===== src/rtl/vbw_pkg.sv =====
package vbw_pkg;
  localparam int unsigned CLK_MHZ = 40;
  // Power-up pause in microseconds and derived cycles (least time, round up)
  localparam int unsigned PWRUP_US = 500;
  localparam int unsigned PWRUP_CYC = PWRUP_US * CLK_MHZ;
  localparam int unsigned WAKE_CNT = 8;
  localparam int unsigned SCLK_CNT = 8;
  // Strobe phase lengths in cycles; each covers the row/column strobe
  // minimums of the slowest grade at 25 ns per cycle
  localparam logic [3:0] T_RP = 4'h4;
  localparam logic [3:0] T_RCD = 4'h2;
  localparam logic [3:0] T_CAS = 4'h2;
  localparam logic [3:0] T_RSH = 4'h2;
  localparam logic [3:0] T_SC = 4'h1;
  localparam int unsigned ROW_W = 9;
  localparam int unsigned COL_W = 8;
  localparam int unsigned DQ_W = 8;
  localparam int unsigned GRP_LSB = 2;

  typedef enum logic [1:0] {
    VBW_OP_BLOCK = 2'b00,
    VBW_OP_LOAD_COLOR = 2'b01,
    VBW_OP_WAKE = 2'b10
  } vbw_op_t;

  typedef struct packed {
    vbw_op_t op;
    logic [ROW_W-1:0] row;
    logic [5:0] group;
    logic [3:0] col_en;
    logic use_mask;
    logic [DQ_W-1:0] mask;
    logic [DQ_W-1:0] color;
  } vbw_req_t;

  typedef struct packed {
    logic ras_n;
    logic cas_n;
    logic mask_write_select;
    logic oe_n;
    logic special_function_select;
    logic serial_shift_clock;
    logic [ROW_W-1:0] addr;
    logic [DQ_W-1:0] dq;
    logic dq_oe;
  } vbw_pins_t;
endpackage : vbw_pkg


===== src/rtl/vbw_phase_timer.sv =====
`timescale 1ns/100ps
`default_nettype none
module vbw_phase_timer (
  input wire logic ref_clk_i,
  input wire logic sys_rst_i,
  input wire logic load_i,
  input wire logic [3:0] len_i,
  output logic done_o
);
  import vbw_pkg::*;
  logic [3:0] cnt;
  logic [3:0] next_cnt;
  assign next_cnt = load_i ? len_i : (cnt != 4'h0 ? cnt - 4'h1 : 4'h0);
  // Plain compare: gating with load would loop back through next_state
  assign done_o = (cnt == 4'h1);
  always_ff @(posedge ref_clk_i) begin
    if (sys_rst_i) begin
      cnt <= 4'h0;
    end else begin
      cnt <= next_cnt;
    end
  end
endmodule : vbw_phase_timer
`default_nettype wire


===== src/rtl/vbw_ctrl.sv =====
`timescale 1ns/100ps
`default_nettype none
// Overview of operation
// - Color register loaded before block writes
// - Drive ignored address and data bits valid
// - 500 us pause, eight strobes, eight shifts
// - Strobes during pause do not shorten it
// - Eight strobes after long row inactivity
// - Special-function select picks special cycles
module vbw_ctrl #(
  parameter int unsigned PWRUP_CYCLES = vbw_pkg::PWRUP_CYC,
  parameter int unsigned IDLE_CYCLES = 320000
) (
  input wire logic ref_clk_i,
  input wire logic sys_rst_i,
  input wire logic req_valid_i,
  input wire vbw_pkg::vbw_req_t req_i,
  output logic req_ready_o,
  output logic ready_o,
  output logic color_loaded_o,
  output logic refused_o,
  output vbw_pkg::vbw_pins_t pins_o
);
  import vbw_pkg::*;

  typedef enum logic [3:0] {
    S_PAUSE = 4'b0000,
    S_WK_PRE = 4'b0001,
    S_WK_RAS = 4'b0010,
    S_SC_HI = 4'b0011,
    S_SC_LO = 4'b0100,
    S_IDLE = 4'b0101,
    S_PRE = 4'b0110,
    S_RAS = 4'b0111,
    S_CAS = 4'b1000,
    S_RSH = 4'b1001
  } vbw_state_t;

  // Rest levels: both strobes, mask-write select and output enable high, special-function select low, bus released
  localparam vbw_pins_t PINS_IDLE = '{
    ras_n: 1'b1,
    cas_n: 1'b1,
    mask_write_select: 1'b1,
    oe_n: 1'b1,
    default: '0
  };

  vbw_state_t state;
  vbw_state_t next_state;
  vbw_req_t cur;
  vbw_pins_t pins;
  logic [31:0] pause_cnt;
  logic [31:0] idle_cnt;
  logic [3:0] wake_left;
  logic [3:0] sc_left;
  logic powered;
  logic color_ok;
  logic tmr_load;
  logic [3:0] tmr_len;
  logic tmr_done;

  //////////////////////////////////////////////////////////////////////
  function automatic logic [3:0] phase_len(input vbw_state_t s);
    case (s)
      S_PRE, S_WK_PRE: phase_len = T_RP;
      S_RAS, S_WK_RAS: phase_len = T_RCD;
      S_CAS: phase_len = T_CAS;
      S_SC_HI, S_SC_LO: phase_len = T_SC;
      default: phase_len = T_RSH;
    endcase
  endfunction : phase_len

  vbw_phase_timer u_timer (
    .ref_clk_i(ref_clk_i),
    .sys_rst_i(sys_rst_i),
    .load_i(tmr_load),
    .len_i(tmr_len),
    .done_o(tmr_done)
  );

  wire pause_done = (pause_cnt >= PWRUP_CYCLES);
  wire idle_long = (idle_cnt >= IDLE_CYCLES);
  wire is_block = (req_i.op == VBW_OP_BLOCK);
  wire bad_req = req_valid_i && is_block && !color_ok;
  wire accept = (state == S_IDLE) && req_valid_i && !bad_req && !idle_long;
  wire cur_block = (cur.op == VBW_OP_BLOCK);

  assign req_ready_o = (state == S_IDLE) && !bad_req && !idle_long;
  // Reload on every phase change so each phase runs its full length
  assign tmr_load = (state != next_state) || (state == S_PAUSE);
  assign tmr_len = phase_len(next_state);

  // Wake-up and cycle bookkeeping
  wire wake_start = (next_state == S_WK_PRE) &&
    (state == S_PAUSE || state == S_IDLE);
  wire wake_step = (state == S_WK_RAS) && tmr_done;
  wire sc_start = (state == S_WK_RAS) && (next_state == S_SC_HI);
  wire sc_step = (state == S_SC_LO) && tmr_done;
  wire enter_idle = (state != S_IDLE) && (next_state == S_IDLE);
  wire load_done = (state == S_RSH) && tmr_done && !cur_block;

  //////////////////////////////////////////////////////////////////////
  always_comb begin
    next_state = state;
    case (state)
      S_PAUSE: if (pause_done) next_state = S_WK_PRE;
      S_WK_PRE: if (tmr_done) next_state = S_WK_RAS;
      S_WK_RAS: begin
        if (tmr_done) begin
          if (wake_left != 4'h1) next_state = S_WK_PRE;
          else if (!powered) next_state = S_SC_HI;
          else next_state = S_IDLE;
        end
      end
      S_SC_HI: if (tmr_done) next_state = S_SC_LO;
      S_SC_LO: begin
        if (tmr_done) next_state = (sc_left == 4'h1) ? S_IDLE : S_SC_HI;
      end
      S_IDLE: begin
        if (idle_long) next_state = S_WK_PRE;
        else if (accept) next_state = S_PRE;
      end
      S_PRE: if (tmr_done) next_state = S_RAS;
      S_RAS: if (tmr_done) next_state = S_CAS;
      S_CAS: if (tmr_done) next_state = S_RSH;
      S_RSH: if (tmr_done) next_state = S_IDLE;
      default: next_state = S_PAUSE;
    endcase
  end

  //////////////////////////////////////////////////////////////////////
  always_comb begin
    // Undriven fields rest low; strobes, mask-write select and output enable high
    pins = '0;
    pins.ras_n = 1'b1;
    pins.cas_n = 1'b1;
    pins.mask_write_select = 1'b1;
    pins.oe_n = 1'b1;
    case (state)
      S_WK_RAS: pins.ras_n = 1'b0;
      S_SC_HI: pins.serial_shift_clock = 1'b1;
      S_PRE, S_RAS: begin
        pins.ras_n = (state != S_RAS);
        pins.addr = cur.row;
        // raised at row strobe for every request that is not a block write
        pins.special_function_select = !cur_block;
        pins.mask_write_select = !(cur_block && cur.use_mask);
        pins.dq = cur.mask;
        pins.dq_oe = 1'b1;
      end
      S_CAS, S_RSH: begin
        pins.ras_n = 1'b0;
        pins.cas_n = (state != S_CAS);
        pins.mask_write_select = 1'b0;
        pins.special_function_select = 1'b1;
        pins.dq_oe = 1'b1;
        if (cur_block) begin
          // group address, low bits held low
          pins.addr = {1'b0, cur.group, 2'b00};
          // column enables, upper lines held low
          pins.dq = {4'h0, cur.col_en};
        end else begin
          pins.dq = cur.color;
        end
      end
      default: pins.ras_n = 1'b1;
    endcase
  end

  //////////////////////////////////////////////////////////////////////
  always_ff @(posedge ref_clk_i) begin
    if (sys_rst_i) begin
      state <= S_PAUSE;
      pause_cnt <= 32'h0;
      idle_cnt <= 32'h0;
      wake_left <= 4'h0;
      sc_left <= 4'h0;
      powered <= 1'b0;
      color_ok <= 1'b0;
      cur <= '0;
      pins_o <= PINS_IDLE;
      refused_o <= 1'b0;
    end else begin
      state <= next_state;
      pins_o <= pins;
      // Pulses once for every idle cycle a refused request is offered
      refused_o <= bad_req && (state == S_IDLE);
      if (!pause_done) pause_cnt <= pause_cnt + 32'h1;
      if (!pins.ras_n) idle_cnt <= 32'h0;
      else if (!idle_long) idle_cnt <= idle_cnt + 32'h1;
      if (wake_start)
        wake_left <= 4'(WAKE_CNT);
      else if (wake_step)
        wake_left <= wake_left - 4'h1;
      if (sc_start)
        sc_left <= 4'(SCLK_CNT);
      else if (sc_step)
        sc_left <= sc_left - 4'h1;
      if (enter_idle) powered <= 1'b1;
      if (accept) cur <= req_i;
      if (load_done) color_ok <= 1'b1;
    end
  end

  // Low during any wake-up, so no request can cut it short
  assign ready_o = powered && (state == S_IDLE) && !idle_long;
  assign color_loaded_o = color_ok;
endmodule : vbw_ctrl
`default_nettype wire


===== config.mk =====
export PLATFORM = sky130hd
export DESIGN_NAME = vbw_ctrl
export DESIGN_NICKNAME = d
export VERILOG_FILES = /design/src/rtl/vbw_pkg.sv /design/src/rtl/vbw_phase_timer.sv /design/src/rtl/vbw_ctrl.sv
export SDC_FILE = /design/constraint.sdc
export NUM_CORES = 1
export LEC_CHECK = 0
export ABC_CLOCK_PERIOD_IN_PS = 2630
export BUFFER_PORTS_ARGS = -buffer_cell sky130_fd_sc_hd__buf_2
export CAP_MARGIN = 20
export CELL_PAD_IN_SITES_DETAIL_PLACEMENT = 0
export CELL_PAD_IN_SITES_GLOBAL_PLACEMENT = 1
export CORE_ASPECT_RATIO = 0.75
export CORE_MARGIN = 10
export CORE_UTILIZATION = 43
export CTS_CLUSTER_DIAMETER = 50
export DETAILED_ROUTE_END_ITERATION = 12
export PLACE_DENSITY_LB_ADDON = 0.2
export RECOVER_POWER = 25
export SLEW_MARGIN = 20
export SYNTH_ARGS = -nofsm -noshare
export SYNTH_HDL_FRONTEND = slang
export SYNTH_SLANG_ARGS = --single-unit

===== constraint.sdc =====
create_clock -name ref_clk_i -period 2.63 [get_ports ref_clk_i]
set_clock_uncertainty 0.05 [all_clocks]
set_input_delay 0.526 -clock ref_clk_i [delete_from_list [all_inputs] [get_ports ref_clk_i]]
set_output_delay 0.526 -clock ref_clk_i [all_outputs]
set_load 0.005 [all_outputs]

* Word level (Yosys, flattened, before mapping) *
Index checks and enable logic that the tools add are counted.

word-level totals
  register bits after elaboration = 145
  latch bits = 0
  memory bits (writable) = 0
  memory bits (read-only) = 0
  input port bits = 41
  word-level logic and storage cells = 126
  memories = 0

operators by class
  $add $sub $neg = 5
  multiply operators = 0
  div/mod/pow operators = 0
  $lt $le $gt $ge = 2
  equality and inequality tests = 21
  shift-type cells = 0
  multiplexer cells = 29
  bitwise logic cells = 2
  reductions and logical operators = 40

operators by type and width
  cell                                                                  count
  2-to-1 mux 4 bit                                                      17
  adder 32 x 1 -> 32 bit (second input constant)                        2
  one-hot mux 4 bit (10 select lines)                                   1
  one-hot mux 18 bit (2 select lines)                                   1
  greater-or-equal comparator 32 x 15 -> 1 bit (second input constant)  1
  greater-or-equal comparator 32 x 19 -> 1 bit (second input constant)  1
  equality test 4 x 3 -> 1 bit (second input constant)                  7
  logical AND 1 bit                                                     18
  equality test 4 x 1 -> 1 bit (second input constant)                  4
  2-to-1 mux 8 bit                                                      2
  OR reduction 2 bit                                                    8
  equality test 4 x 2 -> 1 bit (second input constant)                  3
  subtractor 4 x 1 -> 4 bit (second input constant)                     3
  2-to-1 mux 3 bit                                                      3
  equality test 4 bit (second input constant)                           2
  inequality test 4 x 3 -> 1 bit (second input constant)                2
  one-hot mux 1 bit (2 select lines)                                    3
  one-hot mux 3 bit (2 select lines)                                    1
  logical NOT 1 bit                                                     5
  logical NOT 2 bit                                                     2
  logical NOT 4 bit                                                     1
  inequality test 4 x 1 -> 1 bit (second input constant)                1
  inequality test 4 bit                                                 1
  inequality test 4 bit (second input constant)                         1
  other kinds (6)                                                       9

* Logic depth before layout (Yosys ltp) *
Gate-level depths: netlist (run 1).

  word-level depth = 13
  gate-level depth with buffers = 9
  depth with buffers taken out = 9

* By module *
A second synthesis (run 1) with hierarchy kept.

unflattened totals
  cells, all modules = 652
  area total of the unflattened synthesis = 5989.5 µm²

modules (own cells, without submodules)
  module           instances  cells an instance  area an instance (µm²)  seq. area each (µm²)
  vbw_ctrl         1          630                5809.3                  2802.7
  vbw_phase_timer  1          22                 180.2                   80.1

* Least setup slack after synthesis (run 1) *
Ideal clock, no wire load.

  kind = flip-flop to flip-flop
  from = reg u_timer.cnt[1]
  to = reg u_timer.cnt[0]
  library setup time = 70 ps
  arrival = 2203 ps
  path slack = 307 ps
  stages on the path, launching flop included = 8
  path buffers = 0
  path through = dfxtp_1 -> or4b_4 -> o21a_1 -> o32ai_4 -> o32a_2 -> o221ai_2 -> or4_1 -> a21oi_1

on the way
  word-level cells in the longest chain between the ends = 7
  elaborated cells on any way between the ends = 22
  those cells by class = eq/ne (6); mux (12); reduce/logical (4)

ends and longest elaborated chain
  what                                                  line                   RTL
  start, declared                                       vbw_phase_timer.sv:11  logic [3:0] cnt;
  start signal, assigned                                vbw_phase_timer.sv:20  cnt <= next_cnt;
  equality test 4 x 1 -> 1 bit                          vbw_phase_timer.sv:15  assign done_o = (cnt == 4'h1);
  2-to-1 mux 4 bit (tied with other cells)              vbw_ctrl.sv:126        S_RSH: if (tmr_done) next_state = S_IDLE;
  one-hot mux 4 bit (10 select lines)                   vbw_ctrl.sv:105        case (state)
  equality test 4 x 2 -> 1 bit (tied with other cells)  vbw_ctrl.sv:64         case (s)
  OR reduction 2 bit                                    vbw_ctrl.sv:64
  one-hot mux 3 bit (2 select lines)                    vbw_ctrl.sv:64
  2-to-1 mux 4 bit *                                    vbw_phase_timer.sv:13  assign next_cnt = load_i ? len_i : (cnt != 4'h0 ? cnt - 4'h1 : 4'h0);

Every way passes the cells marked *; elsewhere a longest branch is shown, timed or not.
A chain may end at the register's enable or synchronous reset.

* Worst setup path after layout (run 1) *
Ends and elaborated chain as after synthesis.

==> results_dict.tcl, run 1 <==
set metrics [dict create \
    outcome "finished, final reports clean" \
    dr.max_layer_used "met4" \
    clock_path_buffers 2 \
    synthDistinctLibCells 62 \
    hpwl_mm 9.40 \
    cp_max_fo 6 \
    first_pass_iters 4 \
    ys_async_sr_fraction_pct 0 \
    htreeDepth 4 \
    nNetsFinal 786 \
    gpl.final_weighted_congestion 0.825 \
    switching_power_mw 1.01 \
    final_core_util_pct 54.2 \
    clkTransAtPathRegs_ns 0.06 \
    synth-seq-cells 144 \
    worstPathRequired_ns 2.92 \
    met2RoutedLength_mm 6.20 \
    relSlewSlack_pct 54.5 \
    post-layout-total-power_mw 4.98 \
    remaining_drc_errors 0 \
    grt_max_degree 106 \
    seqPwrFrac_pct 44.2 \
    first_global_vias 4563 \
    routed_via_density 5.08 \
    route.detailed.wl_per_inst_um 14.8 \
    synth_fp_nets 712 \
    antenna_found_initial 0 \
    max_slew.worst_pin.slew_ns 0.682 \
    fp.dieArea_sq_um 18400 \
    diode_insertion_count_for_antenna_repair 0 \
    cts_tree "yes" \
    layout_min_cycle_time_ns 2.58 \
    final.setup.tns_ns 0 \
    ios 69 \
    chipWidth_um 153 \
    synth.yosys.seq_area_share_pct 50.2 \
    clock_sink_total 144 \
    synthesis.area_sq_um 5740 \
    die_height_um 120 \
    achievable-frequency_ghz 0.388 \
    track_usage_pct 14.4 \
    wirelength_met1_mm 6.55 \
    timing_hold_violations_final 0 \
    floorplan.initialDensity_pct 44.1 \
    cellPowerDensity_nw_per_um2 706 \
    rows 36 \
    grt_overflow_total 0 \
    place_ws_ns 0.156 \
    synth_edf_count 0 \
    detailroute.wirelength.met3_um 692 \
    hold-worst-slack_ns 0.288 \
    timing.max_cap.violations 0 \
    synth_area_per_cell_sq_um 8.66 \
    synthesis.instances 663 \
    wire_length_of_the_first_global_routing_pass_mm 22.0 \
    clk_root_buffer_cell "clkbuf_16" \
    hold_class "input port to flip-flop" \
    leakage_power_nw 2.68 \
    placeableCoreArea_sq_um 13000 \
    clock_power_share_pct 53.7 \
    highest_count_cells_in_the_layout_ignoring_fill_and_taps "140 x dfxtp_1, 109 x nand2_1, 75 x nor2_1" \
    timing.setup.critical_path_class "flip-flop to flip-flop" \
    ys_dominant_reg_cell "dfxtp_1" \
    mostFrequentLayoutCell "dfxtp_1" \
    clk-insertion-delay-late_ns 0.43 \
    buffer_ports.inserted 67 \
    setup.worst_path.start_class "flip-flop" \
    area_growth_pct 22.8 \
    final_setup_viols 0 \
    vdd_drop_max_uv 505 \
    finalWorstSetupSlack_ns 0.0550 \
    route.vias.total 4678 \
    power.share.combinational_pct 2.1 \
    crit_arrival_ns 2.87 \
    timing.final.max_slew_violations 0 \
    sw_frac_of_total_pct 20.4 \
    drt-total-wl_mm 13.6 \
    yosysWarningCount 0 \
    postCtsHoldBufs 0 \
    antenna_left 0 \
    post_route_cells_drive_above_1_share_pct 17.5 \
    dr.first_iter.drc_count 321 \
    power.internal_mw 3.96 \
    setup_crit_end_kind "flip-flop" \
    cts_made_buffers 17 \
    final_min_period_over_clock_period_pct 97.9 \
]
[routing by layer]
layer	track usage [%]	vias up
li1	-	2388
met4	5.36	0
met2	23.1	92
met3	4.21	19
met1	18.0	2179
met5	0	-
[power by group through the flow]
stage / Clock, mW / Combinational (mW) / Sequential, mW
after floorplan: 0 / 0.0591 / 2.25
after global placement: 0 / 0.103 / 2.25
after detailed placement: 0 / 0.106 / 2.25
after CTS: 2.72 / 0.107 / 2.20
after global routing: 2.81 / 0.118 / 2.20
final: 2.68 / 0.104 / 2.20
[worst paths after layout]
path	from	to	slack (ns)	cells past startpoint
max	u_timer.cnt[1]	u_timer.cnt[0]	0.05	7
min	req_i[11]	cur[11]	0.29	3
max reg2reg	u_timer.cnt[1]	u_timer.cnt[0]	0.05	7
min reg2reg	cur[6]	cur[6]	0.40	2
[sequential cells by signal, summed over array words and instances, names as in the netlist]
signal and count:
powered 1, state 4, pause_cnt 32, cur 38, u_timer.cnt 4, pins_o 23, refused_o 1, sc_left 4
idle_cnt 32, wake_left 4, color_loaded_o 1
[metrics by stage]
stage	std cells	cell area (sq um)
4_1_cts	918	6990
3_3_place_gp	885	6310
2_1_floorplan	663	5740
6_report	921	7050
3_5_place_dp	885	6310
5_1_grt	921	7050
[worst max-delay path: stages, from the launching register on]
cell      delay (ns)
dfxtp_1         0.36
or4b_4          0.59
o21a_1          0.23
o32ai_4         0.29
o32a_2          0.21
o221ai_2        0.13
or4_1           0.45
a21oi_1         0.18
[synth_stat cells, types with 3 or more instances]
cell type  number  area [sq um]
buf_1           3          11.3
nor3b_1         7          52.6
and3_1         13          81.3
o211ai_1        3          22.5
nor3_1         16          80.1
and2_1         18           113
a31oi_1         5          31.3
dfxtp_1       144          2880
o21ai_0         9          45.0
ha_1            8           100
nand4_1         7          43.8
nand3_1        11          55.1
nor2b_1        21           131
xnor2_1        18           158
a21oi_1        56           280
nand2b_1        3          18.8
inv_1          13          48.8
clkbuf_1       29           109
or2_2           3          18.8
nor2_1         77           289
a22oi_1        11          82.6
xor2_1         19           166
nand2_1       110           413
nor4_1         12          75.1
or3_1           3          18.8
[logic make-up after synthesis]
logic type	count (synthesis)	synth area share, %
and+or+nand+nor	315	26.6
DFF	144	50.2
AOI/OAI and AO/OA	108	12.1
buffers and inverters	48	3.29
xor gates and xnor gates	37	5.65
adders and majority gates	8	1.74
muxes	2	0.371
other	1	0.0653
[area by class of cell]
type / count / area [sq um]
multi-input combinational: 471 / 2740
clock inverter: 13 / 209
fill: 1203 / 5970
sequential: 144 / 2890
tap: 171 / 214
inverter: 13 / 48.8
timing repair buffer: 90 / 495
clock buffer: 19 / 453
[repair_timing]
action                                  CTS  global route
endpoints found under the setup margin    2             6
setup buffers                             1             3
pin swaps                                 1             4
gates resized for setup                   2            16
Note: power is estimated with default switching activity, not from simulation.
==> run 2, diff against run 1 <==
--- a/config.mk
+++ b/config.mk
@@ -10,7 +10,7 @@
 export CAP_MARGIN = 20
 export CELL_PAD_IN_SITES_DETAIL_PLACEMENT = 0
 export CELL_PAD_IN_SITES_GLOBAL_PLACEMENT = 1
-export CORE_ASPECT_RATIO = 0.75
+export CORE_ASPECT_RATIO = 0.7
 export CORE_MARGIN = 10
 export CORE_UTILIZATION = 43
 export CTS_CLUSTER_DIAMETER = 50
==> run 2 against run 1 <==
Net effect:
- sequential power about the same
- via count is 0.98% lower
- routed wire length fell by 0.90%
- register-to-register slack improved by 0.06 ns
- highest routed layer unchanged
- first-iteration DRC count down 4.0%
- setup slack lost 0.0052 ns
- critical endpoint is now req_ready_o
- core utilization decreased by 1.0 points
- cell count down 0.33%
- critical path depth unchanged
- largest cell class unchanged
==> results_dict.tcl, run 2 (synthesized netlist as in run 1, its figures left out) <==
set metrics [dict create \
    cellPowerDensity_nw_per_um2 679 \
    htreeDepth 4 \
    rows 35 \
    cp_max_fo 8 \
    cts_made_buffers 17 \
    route.vias.total 4632 \
    setup.worst_path.start_class "flip-flop" \
    worstPathRequired_ns 2.05 \
    timing.final.max_slew_violations 0 \
    crit_arrival_ns 2.00 \
    clk-insertion-delay-late_ns 0.41 \
    clock_sink_total 144 \
    hpwl_mm 9.50 \
    layout_min_cycle_time_ns 2.58 \
    post_route_cells_drive_above_1_share_pct 17.0 \
    remaining_drc_errors 0 \
    clkTransAtPathRegs_ns 0.07 \
    rrSetupSlack_ns 0.11 \
    worst_r2r_startpoint "state[3]" \
    clock_path_buffers 2 \
    fp.dieArea_sq_um 18400 \
    grt_overflow_total 0 \
    final_design_area_no_fill_sq_um 6950 \
    setup.worst_path.end "req_ready_o" \
    timing.setup.critical_path_class "flip-flop to output port" \
    gpl.final_weighted_congestion 0.828 \
    largestRegisters "cur (38), idle_cnt (32), pause_cnt (32)" \
    placed_cell_area_sq_um 6320 \
    first_pass_iters 5 \
    dr.first_iter.drc_count 308 \
    first_global_vias 4443 \
    diode_insertion_count_for_antenna_repair 0 \
    final_setup_viols 0 \
    drt-total-wl_mm 13.5 \
    hold_class "input port to flip-flop" \
    highest_count_cells_in_the_layout_ignoring_fill_and_taps "143 x dfxtp_1, 110 x nand2_1, 76 x nor2_1" \
    antenna_found_initial 0 \
    final.setup.tns_ns 0 \
    setup_crit_end_kind "output port" \
    wire_length_of_the_first_global_routing_pass_mm 22.2 \
    worst_r2r_path_depth 8 \
    area_growth_pct 21.1 \
    achievable-frequency_ghz 0.388 \
    die_height_um 117 \
    filler_cell_count 1215 \
    final_core_util_pct 53.1 \
    floorplan.initialDensity_pct 43.8 \
    cts_tree "yes" \
    max_slew.worst_pin.slew_ns 0.681 \
    mostFrequentLayoutCell "dfxtp_1" \
    outcome "finished, final reports clean" \
    top_register "cur" \
    buffer_ports.inserted 67 \
    post-layout-total-power_mw 4.72 \
    relSlewSlack_pct 54.6 \
    antenna_left 0 \
    routed_via_density 5.05 \
    final_min_period_over_clock_period_pct 98.1 \
    ios 69 \
    track_usage_pct 14.9 \
    chipWidth_um 158 \
    nNetsFinal 788 \
    route.detailed.wl_per_inst_um 14.7 \
    largest_register_ffs 38 \
    placeableCoreArea_sq_um 13100 \
    postCtsHoldBufs 0 \
    clk_root_buffer_cell "clkbuf_16" \
    worstSetupStartpoint "state[3]" \
    timing_hold_violations_final 0 \
    timing.max_cap.violations 0 \
    grt_max_degree 56 \
    leakage_power_nw 2.64 \
    r2r_end "u_timer.cnt[2]" \
    whs_path_depth 3 \
    vdd_drop_max_uv 428 \
]
==> run 2: cell types whose count changed in the layout (fill, tap and decap cells not counted), sizes merged <==
cell,before,now
clkbuf,40,39
inv,14,18
clkinvlp,3,5
bufinv,5,2
buf,69,72
clkinv,4,1
==> run 2: timing repair <==
action,4_1_cts,5_1_grt
pin swaps,1,0
endpoints found under the setup margin,2,9
buffers inserted,2,0
cloned,0,0
gates resized for setup,1,9
==> run 2: worst min path at each step <==
stage	from	end	slack [ns]
finish	req_i[10]	cur[10]	0.29
global route	req_i[14]	cur[14]	0.29
CTS	req_i[10]	cur[10]	0.28
detailed placement	cur[3]	cur[3]	0.39
global placement	cur[35]	cur[35]	0.38
floorplan	cur[27]	cur[27]	0.38
==> run 2: critical path: stages, from the launching register on <==
cell	delay (ns)
dfxtp_1	0.34
buf_4	0.18
nor3b_2	0.22
nand2_1	0.13
nor3_2	0.30
buf_4	0.19
and2_1	0.13
buf_2	0.11
==> run 2: stage by stage <==
stage	cells	hold WS [ns]	worst slack, ns
after floorplan	663	0.377	0.307
after global placement	884	0.385	0.105
after detailed placement	884	0.392	0.0545
after CTS	918	0.280	0.0374
after global routing	918	0.291	-0.0772
final	918	0.293	0.0498
==> run 2: layer usage <==
metal	share of wire, %	vias up	track usage, %	routed length (um)
met3	4.6	8	3.90	627
met5	0	-	0	0
met1	52	2158	21.1	7060
met4	0.67	0	5.05	90
met2	42	73	21.3	5720
li1	-	2393	-	-
==> run 2: final cells by class <==
| type | count | area [sq um] | area share (%) |
|---|---|---|---|
| tap | 166 | 208 | 2.99 |
| multi-input combinational | 471 | 2710 | 39.0 |
| sequential | 144 | 2880 | 41.5 |
| inverter | 13 | 48.8 | 0.702 |
| clock inverter | 13 | 149 | 2.14 |
| timing repair buffer | 92 | 498 | 7.16 |
| clock buffer | 19 | 453 | 6.51 |
==> run 2: power by group <==
group / internal [mW] / switching, mW / leakage, nW / total [mW]
logic: 0.0402 / 0.0645 / 1.20 / 0.105
registers: 2.19 / 0.00805 / 1.16 / 2.20
clock network: 1.46 / 0.956 / 0.281 / 2.42
==> run 3, diff against run 2 <==
--- a/config.mk
+++ b/config.mk
@@ -10,14 +10,13 @@
 export CAP_MARGIN = 20
 export CELL_PAD_IN_SITES_DETAIL_PLACEMENT = 0
 export CELL_PAD_IN_SITES_GLOBAL_PLACEMENT = 1
-export CORE_ASPECT_RATIO = 0.7
+export CORE_ASPECT_RATIO = 0.6
 export CORE_MARGIN = 10
 export CORE_UTILIZATION = 43
 export CTS_CLUSTER_DIAMETER = 50
 export DETAILED_ROUTE_END_ITERATION = 12
 export PLACE_DENSITY_LB_ADDON = 0.2
 export RECOVER_POWER = 25
-export SLEW_MARGIN = 20
 export SYNTH_ARGS = -nofsm -noshare
 export SYNTH_HDL_FRONTEND = slang
 export SYNTH_SLANG_ARGS = --single-unit
==> run 3 against run 2 <==
Net effect:
- sequential share of layout area hardly changed
- critical path depth fell by 1
- critical endpoint is now ready_o
- largest power group unchanged
- power is 1.0% lower
- flip-flop and latch count stayed put
- via count grew 2.9%
- core utilization grew 0.55 points
- die area up 0.42%
- cell area about the same
- combinational power about the same
- hold slack improved by 0.0011 ns
- first-iteration DRC count is 23% higher
==> results_dict.tcl, run 3 (synthesized netlist as in run 1, its figures left out) <==
set metrics [dict create \
    mostFrequentLayoutCell "dfxtp_1" \
    clkTransAtPathRegs_ns 0.06 \
    relSlewSlack_pct 12.2 \
    cp_max_fo 6 \
    highest_count_cells_in_the_layout_ignoring_fill_and_taps "141 x dfxtp_1, 110 x nand2_1, 76 x nor2_1" \
    filler_cell_count 1234 \
    layout_min_cycle_time_ns 2.55 \
    power.share.combinational_pct 2.2 \
    rows 32 \
    clock_power_share_pct 50.7 \
    track_usage_pct 15.3 \
    largest_register_ffs 38 \
    first_global_vias 4511 \
    floorplan.initialDensity_pct 44.3 \
    grt_setup_unrepaired "yes" \
    htreeDepth 4 \
    timing.final.max_slew_violations 0 \
    cts_tree "yes" \
    first_pass_iters 5 \
    vdd_drop_max_uv 447 \
    worst_r2r_startpoint "u_timer.cnt[1]" \
    buffer_ports.inserted 67 \
    drt-total-wl_mm 14.1 \
    placeableCoreArea_sq_um 13000 \
    multi_input_comb_area_sq_um 2730 \
    worstPathRequired_ns 2.05 \
    r2r_end "u_timer.cnt[0]" \
    remaining_drc_errors 0 \
    diode_insertion_count_for_antenna_repair 0 \
    regArea_sq_um 2890 \
    largestRegisters "cur (38), idle_cnt (32), pause_cnt (32)" \
    sw_frac_of_total_pct 21.4 \
    clock_path_buffers 2 \
    worst_r2r_path_depth 7 \
    hold_class "input port to flip-flop" \
    hpwl_mm 10.1 \
    clk-insertion-delay-late_ns 0.41 \
    ios 69 \
    cellPowerDensity_nw_per_um2 672 \
    power.internal_mw 3.68 \
    timing.setup.critical_path_class "flip-flop to output port" \
    setup.worst_path.start_class "flip-flop" \
    critical_path.cell_chain "nor4_1 -> o211ai_1 -> nor3_4 -> buf_4 -> and2_1 -> buf_2" \
    antenna_left 0 \
    nNetsFinal 788 \
    antenna_found_initial 0 \
    timing_hold_violations_final 0 \
    setup_crit_end_kind "output port" \
    die_height_um 110 \
    worstSetupStartpoint "idle_cnt[9]" \
    area_growth_pct 21.3 \
    timing.max_cap.violations 0 \
    final_min_period_over_clock_period_pct 97.1 \
    max_slew.worst_pin.slew_ns 1.32 \
    chipWidth_um 169 \
    grt_overflow_total 0 \
    routed_via_density 5.18 \
    final_setup_viols 0 \
    dr.first_iter.drc_count 379 \
    route.vias.total 4767 \
    fp.dieArea_sq_um 18500 \
    final_core_util_pct 53.7 \
    top_register "cur" \
    wire_length_of_the_first_global_routing_pass_mm 23.1 \
    achievable-frequency_ghz 0.392 \
    cts_made_buffers 17 \
    gpl.final_weighted_congestion 0.928 \
    cp_slowest_stage_delay_ns 0.37 \
    crit_arrival_ns 1.98 \
    seqPwrFrac_pct 47.0 \
    clock_sink_total 144 \
    setup.worst_path.end "ready_o" \
    worst_path_max_delay_cell "dfxtp_1" \
    route.detailed.wl_per_inst_um 15.3 \
    switching_power_mw 0.999 \
    grt_max_degree 44 \
    outcome "finished, final reports clean" \
    post-layout-total-power_mw 4.67 \
    leakage_power_nw 2.66 \
    rrSetupSlack_ns 0.09 \
    clk_root_buffer_cell "clkbuf_16" \
    post_route_cells_drive_above_1_share_pct 17.3 \
]
==> run 3: changes by cell type in the layout (fill, tap and decap cells not counted), sizes merged <==
cell,delta
clkinv,+5
clkinvlp,-3
inv,-3
buf,+2
clkbuf,-2
==> run 3: power groups by stage <==
stage,Combinational [mW],Clock (mW),Sequential (mW)
finish,0.105,2.37,2.20
global route,0.118,2.52,2.20
CTS,0.106,2.41,2.20
detailed placement,0.106,0,2.25
global placement,0.103,0,2.25
floorplan,0.0591,0,2.25
==> run 3: worst max-delay path, delay by kind of cell, from the launching register on <==
kind	cells	cell delay, ns
and+or+nand+nor	3	0.70
buffers and inverters	2	0.30
AOI/OAI and AO/OA	1	0.20
DFF	1	0.37
==> run 3: worst min path at each step <==
stage                   start       to  slack (ns)  depth (start not counted)
finish              req_i[14]  cur[14]        0.29                          3
global route        req_i[14]  cur[14]        0.28                          3
CTS                 req_i[14]  cur[14]        0.28                          3
detailed placement    cur[27]  cur[27]        0.39                          2
global placement      cur[35]  cur[35]        0.39                          2
floorplan             cur[27]  cur[27]        0.38                          2
==> run 3: cell type report <==
type,instances,area share [%]
Inverter,13,0.701
Sequential cell,144,41.5
Clock inverter,12,1.92
Multi-Input combinational cell,471,39.2
Clock buffer,19,6.51
Tap cell,170,3.06
Timing Repair Buffer,92,7.19
==> run 3: timing repair <==
| item | 4_1_cts | 5_1_grt |
|---|---|---|
| endpoints found under the setup margin | 2 | 19 |
| hold buffers | 0 | 0 |
| pin swaps | 2 | 1 |
| setup buffers | 2 | 0 |
| resized for setup | 1 | 12 |
==> run 3: per-layer routing <==
layer | up-vias | global-route usage (%) | share of wire, %
met5 | - | 0 | 0
met4 | 0 | 4.17 | 0.93
met3 | 14 | 4.21 | 5.7
met2 | 115 | 21.7 | 41
met1 | 2249 | 22.3 | 52
li1 | 2389 | - | -
==> run 3: metrics by stage <==
stage | instance area (sq um) | cells | setup TNS [ns] | hold slack, ns | worst slack, ns
2_1_floorplan | 5740 | 663 | 0 | 0.377 | 0.307
3_3_place_gp | 6330 | 888 | 0 | 0.386 | 0.123
3_5_place_dp | 6330 | 888 | 0 | 0.391 | 0.0559
4_1_cts | 6940 | 921 | 0 | 0.281 | 0.0104
5_1_grt | 6960 | 921 | -0.147 | 0.281 | -0.0663
6_report | 6960 | 921 | 0 | 0.294 | 0.0767
